File: src/arr_defs.svh
// Register offsets, field positions and reset values of the ADC result bank
`ifndef ARR_DEFS_SVH
`define ARR_DEFS_SVH
`define ARR_OFS_IIN_LO 8'h18
`define ARR_OFS_ICHG_HI 8'h19
`define ARR_OFS_ICHG_LO 8'h1a
`define ARR_OFS_VOLT_HI 8'h1b
`define ARR_OFS_VOLT_LO 8'h1c
`define ARR_FLD_LO 7:0
`define ARR_FLD_HI 15:8
`define ARR_FLD_ICHG_HI 14:8
`define ARR_RSVD_BIT 1'b0
`define ARR_RST_BYTE 8'h00
`define ARR_RST_WORD 16'h0000
`define ARR_ICHG_MASK 16'h7fff
`define ARR_RATE_CONT 1'b0
`define ARR_RATE_ONESHOT 1'b1
`endif

File: src/arr_pkg.sv
// Types shared by the ADC result bank
package arr_pkg;
  typedef struct packed {
    logic [15:0] input_current_result;
    logic [15:0] charge_current_result;
    logic [15:0] bus_voltage_result;
  } arr_sample_s;
  typedef struct packed {
    logic rd;
    logic wr;
    logic [7:0] addr;
    logic [7:0] wdata;
  } arr_req_s;
  typedef enum logic [1:0] {
    ARR_IDLE = 2'b00,
    ARR_CONT = 2'b01,
    ARR_SHOT = 2'b10
  } arr_state_e;
endpackage

File: src/arr_rdmux.sv
// Read multiplexer for the result registers
`include "arr_defs.svh"
module arr_rdmux
  import arr_pkg::*;
(
  input wire logic [7:0] addr,
  input wire logic [15:0] iin,
  input wire logic [15:0] ichg,
  input wire logic [15:0] volt,
  output logic [7:0] rdata,
  output logic hit
);
  wire logic hit_iin = (addr == `ARR_OFS_IIN_LO);
  wire logic hit_ichg_hi = (addr == `ARR_OFS_ICHG_HI);
  wire logic hit_ichg_lo = (addr == `ARR_OFS_ICHG_LO);
  wire logic hit_volt_hi = (addr == `ARR_OFS_VOLT_HI);
  wire logic hit_volt_lo = (addr == `ARR_OFS_VOLT_LO);
  assign hit = hit_iin | hit_ichg_hi | hit_ichg_lo | hit_volt_hi | hit_volt_lo;
  assign rdata = hit_iin ? iin[`ARR_FLD_LO] : // RL1
                 hit_ichg_hi ? {`ARR_RSVD_BIT, ichg[`ARR_FLD_ICHG_HI]} : // RL4 RL5
                 hit_ichg_lo ? ichg[`ARR_FLD_LO] : // RL6
                 hit_volt_hi ? volt[`ARR_FLD_HI] : // RL7
                 hit_volt_lo ? volt[`ARR_FLD_LO] : // RL8
                 `ARR_RST_BYTE;
endmodule

File: src/arr_result_bank.sv
// ADC result register bank of a charger monitor
// Overview of operation
// RL1 - The input current low byte reads at offset 0x18 with 1 mA per bit and resets to zero.
// RL2 - Current into the input bus pin is positive and current out of it is negative.
// RL3 - Input current results cover zero to 4 A.
// RL4 - Charge current bits 14 to 8 read in bits 6 to 0 at offset 0x19.
// RL5 - Bit 7 of the charge current high byte always reads zero.
// RL6 - The charge current low byte reads at offset 0x1a with 1 mA per bit.
// RL7 - Bus voltage is 16-bit two's complement with the sign in bit 7 at offset 0x1b.
// RL8 - The bus voltage low byte reads at offset 0x1c with 1 mV per bit.
// RL9 - Results refresh only while enabled, continuously for rate 0 and once for rate 1; a sample in the cycle enable falls is still stored.
// RL10 - Register reset clears all results, watchdog keeps them, and writes are ignored.
`include "arr_defs.svh"
module arr_result_bank
  import arr_pkg::*;
(
  input wire logic clk,
  input wire logic rstn,
  input wire logic adc_en,
  input wire logic adc_rate,
  input wire logic reg_rst,
  input wire logic watchdog_expired,
  input wire logic sample_valid,
  input wire arr_sample_s sample,
  input wire arr_req_s req,
  output logic [7:0] rdata,
  output logic rvalid,
  output logic adc_busy
);
  // =====================================================
  // Conversion control
  arr_state_e state_r;
  arr_state_e state_nxt;
  logic shot_done_r;
  logic shot_done_nxt;

  // Idle is the only state that refuses results
  function automatic logic conv_active(input arr_state_e st);
    return (st != ARR_IDLE);
  endfunction

  wire logic rate_oneshot = (adc_rate == `ARR_RATE_ONESHOT); // RL9
  // A finished one-shot stays idle until enable is dropped or a register reset clears it
  wire logic can_start = adc_en & ~shot_done_r; // RL9

  wire logic cont_stop = ~adc_en; // RL9
  wire logic shot_stop = ~adc_en | sample_valid; // RL9

  wire logic take = sample_valid & conv_active(state_r); // RL9
  wire logic shot_end = (state_r == ARR_SHOT) & sample_valid & adc_en;

  always_comb begin
    state_nxt = state_r;
    unique case (state_r)
      ARR_IDLE: begin
        if (can_start) begin
          state_nxt = rate_oneshot ? ARR_SHOT : ARR_CONT; // RL9
        end
      end
      ARR_CONT: begin
        if (cont_stop) begin
          state_nxt = ARR_IDLE;
        end
      end
      ARR_SHOT: begin
        // One-shot finishes after a single stored result
        if (shot_stop) begin
          state_nxt = ARR_IDLE;
        end
      end
      default: begin
        state_nxt = ARR_IDLE;
      end
    endcase
    if (reg_rst) begin
      state_nxt = ARR_IDLE; // RL10
    end
  end

  // =====================================================
  // One-shot hold-off
  // Without it idle would re-arm at once and one-shot would behave as continuous
  wire logic done_set = shot_end & ~reg_rst;
  wire logic done_clr = ~adc_en | reg_rst;

  always_comb begin
    shot_done_nxt = shot_done_r;
    if (done_clr) begin
      shot_done_nxt = 1'b0;
    end
    if (done_set) begin
      shot_done_nxt = 1'b1; // RL9
    end
  end

  // =====================================================
  // Result storage
  arr_sample_s res_r;
  arr_sample_s res_nxt;

  // Sign passes through unchanged: negative current out of the pin stays negative
  wire logic [15:0] iin_in = sample.input_current_result; // RL2 RL3
  wire logic [15:0] ichg_in = sample.charge_current_result & `ARR_ICHG_MASK; // RL4 RL5
  wire logic [15:0] volt_in = sample.bus_voltage_result; // RL7 RL8

  // Clear beats load: a register reset drops a sample of the same cycle
  function automatic logic [15:0] next_result(
    input logic [15:0] cur,
    input logic [15:0] fresh,
    input logic load,
    input logic clr
  );
    logic [15:0] val;
    val = cur;
    if (load) begin
      val = fresh;
    end
    if (clr) begin
      val = `ARR_RST_WORD; // RL10
    end
    return val;
  endfunction

  always_comb begin
    res_nxt.input_current_result = next_result(res_r.input_current_result, iin_in, take, reg_rst);
    res_nxt.charge_current_result = next_result(res_r.charge_current_result, ichg_in, take, reg_rst);
    res_nxt.bus_voltage_result = next_result(res_r.bus_voltage_result, volt_in, take, reg_rst);
  end

  // =====================================================
  // Watchdog
  // Expiry resets control settings elsewhere but must never disturb a stored
  // result, so the input is accepted here and deliberately has no term
  // in any next-value logic

  // =====================================================
  // Register read port
  logic [7:0] mux_data;
  logic mux_hit;

  logic [7:0] rdata_nxt;
  logic [7:0] rdata_r;
  logic rvalid_nxt;
  logic rvalid_r;
  logic busy_nxt;
  logic busy_r;

  // Write strobe and data are never decoded: every register here is read-only
  arr_rdmux u_rdmux (
    .addr(req.addr),
    .iin(res_r.input_current_result),
    .ichg(res_r.charge_current_result),
    .volt(res_r.bus_voltage_result),
    .rdata(mux_data),
    .hit(mux_hit)
  );

  // Unmapped offsets and cycles without a read both return zero
  wire logic rd_hit = req.rd & mux_hit;
  assign rdata_nxt = rd_hit ? mux_data : `ARR_RST_BYTE; // RL10
  assign rvalid_nxt = req.rd;

  // Busy follows the state the machine is about to enter
  assign busy_nxt = conv_active(state_nxt); // RL9

  // =====================================================
  // Registers
  // One short process per register keeps each reset value beside its flop
  always_ff @(posedge clk or negedge rstn) begin
    if (!rstn) begin
      state_r <= ARR_IDLE;
    end else begin
      state_r <= state_nxt;
    end
  end

  always_ff @(posedge clk or negedge rstn) begin
    if (!rstn) begin
      shot_done_r <= 1'b0;
    end else begin
      shot_done_r <= shot_done_nxt;
    end
  end

  always_ff @(posedge clk or negedge rstn) begin
    if (!rstn) begin
      res_r <= '{default: `ARR_RST_WORD};
    end else begin
      res_r <= res_nxt;
    end
  end

  always_ff @(posedge clk or negedge rstn) begin
    if (!rstn) begin
      rdata_r <= `ARR_RST_BYTE;
    end else begin
      rdata_r <= rdata_nxt;
    end
  end

  always_ff @(posedge clk or negedge rstn) begin
    if (!rstn) begin
      rvalid_r <= 1'b0;
    end else begin
      rvalid_r <= rvalid_nxt;
    end
  end

  always_ff @(posedge clk or negedge rstn) begin
    if (!rstn) begin
      busy_r <= 1'b0;
    end else begin
      busy_r <= busy_nxt;
    end
  end

  // =====================================================
  // Outputs, each straight from a flop
  assign rdata = rdata_r;
  assign rvalid = rvalid_r;
  assign adc_busy = busy_r;
endmodule

File: config.mk
export PLATFORM = sky130hd
export DESIGN_NAME = arr_result_bank
export DESIGN_NICKNAME = d
export VERILOG_FILES = /design/src/arr_pkg.sv /design/src/arr_rdmux.sv /design/src/arr_result_bank.sv
export VERILOG_INCLUDE_DIRS = /design/src
export SDC_FILE = /design/constraint.sdc
export NUM_CORES = 1
export LEC_CHECK = 0
export BUFFER_PORTS_ARGS = -buffer_cell sky130_fd_sc_hd__buf_2
export CORE_ASPECT_RATIO = 0.9
export CORE_UTILIZATION = 26
export CTS_BUF_LIST = sky130_fd_sc_hd__clkbuf_4
export CTS_CLUSTER_DIAMETER = 80
export DETAILED_ROUTE_END_ITERATION = 7
export PLACE_DENSITY = 0.49
export SLEW_MARGIN = 20
export SYNTH_ARGS = -nofsm -noshare
export SYNTH_HDL_FRONTEND = slang
export SYNTH_SLANG_ARGS = --single-unit
File: constraint.sdc
create_clock -name clk -period 1.6 [get_ports clk]
set_input_delay 0.4 -clock clk [delete_from_list [all_inputs] [get_ports clk]]
set_output_delay 0.4 -clock clk [all_outputs]
set_load 0.005 [all_outputs]
==> flow_summary.yaml <==
critical_path:
  crit_arrival_ns: 1.62
  critPathKind: "flop to flop"
  r2r-start: "state_r[1]$_DFF_PN0_"
  r2r_slack_ns: 0.28
  crit_path_cell_trace: "nor2_2, nor2_2, nor2_2, buf_12, a22o_1"
  cp.required_ns: 1.90
  cp_top_family: "flip-flops"
  crit_slowest_cell: "dfrtp_1"
  crit_buf_inv: 1
  cpMostUsedCell: "nor2_2"
  start_kind: "flop"
  critPathMaxFanout: 39
  cp-end-kind: "flop"
  rr_worst_depth: 5
  max_stage_delay_ns: 0.48
  rr_endpoint: "res_r[10]$_DFFE_PN0P_"
logic_synthesis:
  ys_types: 26
  syn_inst: 187
  synth_xor_area_share_pct: 0
  synth_area_um2: 2220
  ys_ff_latch: 52
  synth-compound-area-share_pct: 20.8
  syn_nets: 260
  ys_seq_area_share_pct: 58.7
  synthSimpleGateAreaFrac_pct: 10.4
  synth.area.mux_share_pct: 4.51
  synthAdderAreaFrac_pct: 0
  synth_top_family_by_area: "compound AO/OA/AOI/OAI gates"
  yosysWarnings: 0
  syn_area_per_cell_um2: 11.9
job:
  maxCapViolations: 0
clock_network:
  ctsRootBufferMaster: "clkbuf_4"
  cts_sinks: 52
  cts_post_setup_buffers_inserted: 0
  cts.reportedPaths.clkPinSlew_ns: 0.15
  cts_made_buffers: 5
  clk_latency_ns: 0.36
  cts_buffer_depth: 2
  cts_tree: "yes"
  htree_levels: 2
floorplanning:
  io_pins: 83
  die_h_um: 89.6
  rows: 31
  die_area_um2: 8900
  core_um2: 8150
  initial_utilization_pct: 27.2
  fp.dieW_um: 99.3
sta:
  fmax_mhz: 758
  worst_pin_slew_ns: 0.325
  rsz0062_at_grt: "false"
  worst_slack_ns: 0.281
  post-route-period-util_pct: 82.4
  relSlewSlack_pct: 78.3
  min_period_ns: 1.32
  final_hold_viol_count: 0
  clock_skew_ns: 0.0127
  setup_viol: 0
  slew_viol_final: 0
  finalSetupTns_ns: 0
place:
  portBuffers: 63
  place_ws_ns: 0.114
  gp_congestion: 0.739
  dp_hpwl_um: 3750
cells_and_area:
  layout.nets: 324
  multiInputGateArea_um2: 798
  antenna_cells: 0
  area_growth_pct: 23.8
  final_common_cell: "buf_2"
  n_fill_cell: 849
  regArea_um2: 1300
  final_cell_mix: "buf_2 (63), dfrtp_1 (52), a22o_1 (39)"
  drive_above_1_share_pct: 32.5
  post-route-util_pct: 33.7
hold_path:
  hold_path_class: "input port to flop"
  hold_depth: 1
  min_to: "rvalid$_DFF_PN0_"
  min_from: "req[17]"
outcome:
  outcome: "finished, final reports clean"
power_and_ir_drop:
  p_leak_nw: 1.37
  powerDensity_nw_per_um2: 885
  max-vdd-ir-drop_uv: 336
  power_mw: 2.43
drt:
  routed_wirelength_um: 5370
  drt-wirelength-per-cell_um: 15.3
  first_pass_iters: 4
  drtIter0Drc: 56
  vias: 1651
  antenna_left: 0
  via_per_inst: 4.70
  drc_errors: 0
global_route:
  antenna_found_initial: 0
  grt_max_degree: 53
  grt_usage_pct: 12.9
  grt_remaining_overflow: 0
  grt_pass1_vias: 1668
  grt_pass1_wl_um: 8740
## repair_timing
action,in CTS,in global routing
hold endpoints to repair,3,0
gates resized for setup,0,0
hold buffers,1,0
## where the power goes
group	internal [mW]	switching [mW]	total [mW]
combinational	0.132	0.154	0.286
clock	0.346	0.413	0.759
sequential	1.36	0.0269	1.38
total	1.83	0.594	2.43
## worst register-to-register path, delay by kind of cell, from the launching register on
family	cells	cell delay (ns)
flops	1	0.48
simple gates	3	0.37
compound gates	1	0.18
buf+inv	1	0.23
## state kept, by name (all words and copies together), names as in the netlist
signal and cells:
adc_busy 1, rdata 8, res_r 39, rvalid 1
shot_done_r 1, state_r 2
## layer usage
layer  wire, um  global-route usage [%]  part of all wire, %  vias to the layer above
met3        327                    3.10                  6.1                        4
met5          0                       0                    0                        -
met4         37                    3.21                 0.69                        0
li1           -                       -                    -                      809
met2       2220                    19.4                   41                       57
met1       2780                    18.6                   52                      781
## how the worst max path moves through the flow
stage | from | endpoint | cells past startpoint
after global placement | req[8] | rdata[2]$_DFF_PN0_ | 5
after floorplan | req[8] | rdata[0]$_DFF_PN0_ | 5
after global routing | state_r[1]$_DFF_PN0_ | res_r[8]$_DFFE_PN0P_ | 5
after CTS | state_r[1]$_DFF_PN0_ | res_r[10]$_DFFE_PN0P_ | 5
final | state_r[1]$_DFF_PN0_ | res_r[10]$_DFFE_PN0P_ | 5
after detailed placement | req[8] | rdata[0]$_DFF_PN0_ | 4
## logic make-up after synthesis
group / Yosys count
AOI/OAI and AO/OA: 59
buffers and inverters: 22
DFF: 52
muxes: 10
and+or+nand+nor: 44
## area by class of cell
class,count,area share (%)
clock buffer,6,1.64
clock inverter,2,1.28
inverter,9,1.23
multi-input combinational,113,29.1
sequential,52,47.4
tap,99,4.51
timing repair buffer,70,14.9
## per-stage QoR
step           area (um^2)  hold slack, ns  cells
3_5_place_dp          2660           0.419    342
3_3_place_gp          2660           0.420    342
4_1_cts               2750           0.143    351
6_report              2750           0.165    351
5_1_grt               2750           0.135    351
2_1_floorplan         2220           0.104    187
## cell usage after synthesis (all sizes together)
| cell type | instances | area, um^2 |
|---|---|---|
| nor2 | 22 | 90.1 |
| nand4 | 1 | 6.26 |
| nor3b | 1 | 7.51 |
| dfrtp | 52 | 1300 |
| nand3 | 1 | 5.00 |
| clkbuf | 2 | 8.75 |
| nor2b | 6 | 37.5 |
| nand2b | 2 | 12.5 |
| o32a | 1 | 10.0 |
| buf | 11 | 81.3 |
| nor3 | 9 | 50.1 |
| mux2i | 10 | 100 |
| a31oi | 3 | 18.8 |
| nor4b | 1 | 15.0 |
| o21ai | 1 | 5.00 |
| a21oi | 8 | 40.0 |
| inv | 9 | 33.8 |
| o22ai | 6 | 37.5 |
| or3 | 1 | 6.26 |
| a22o | 39 | 342 |
| o32ai | 1 | 8.76 |
Note: power is estimated with default switching activity, not from simulation.
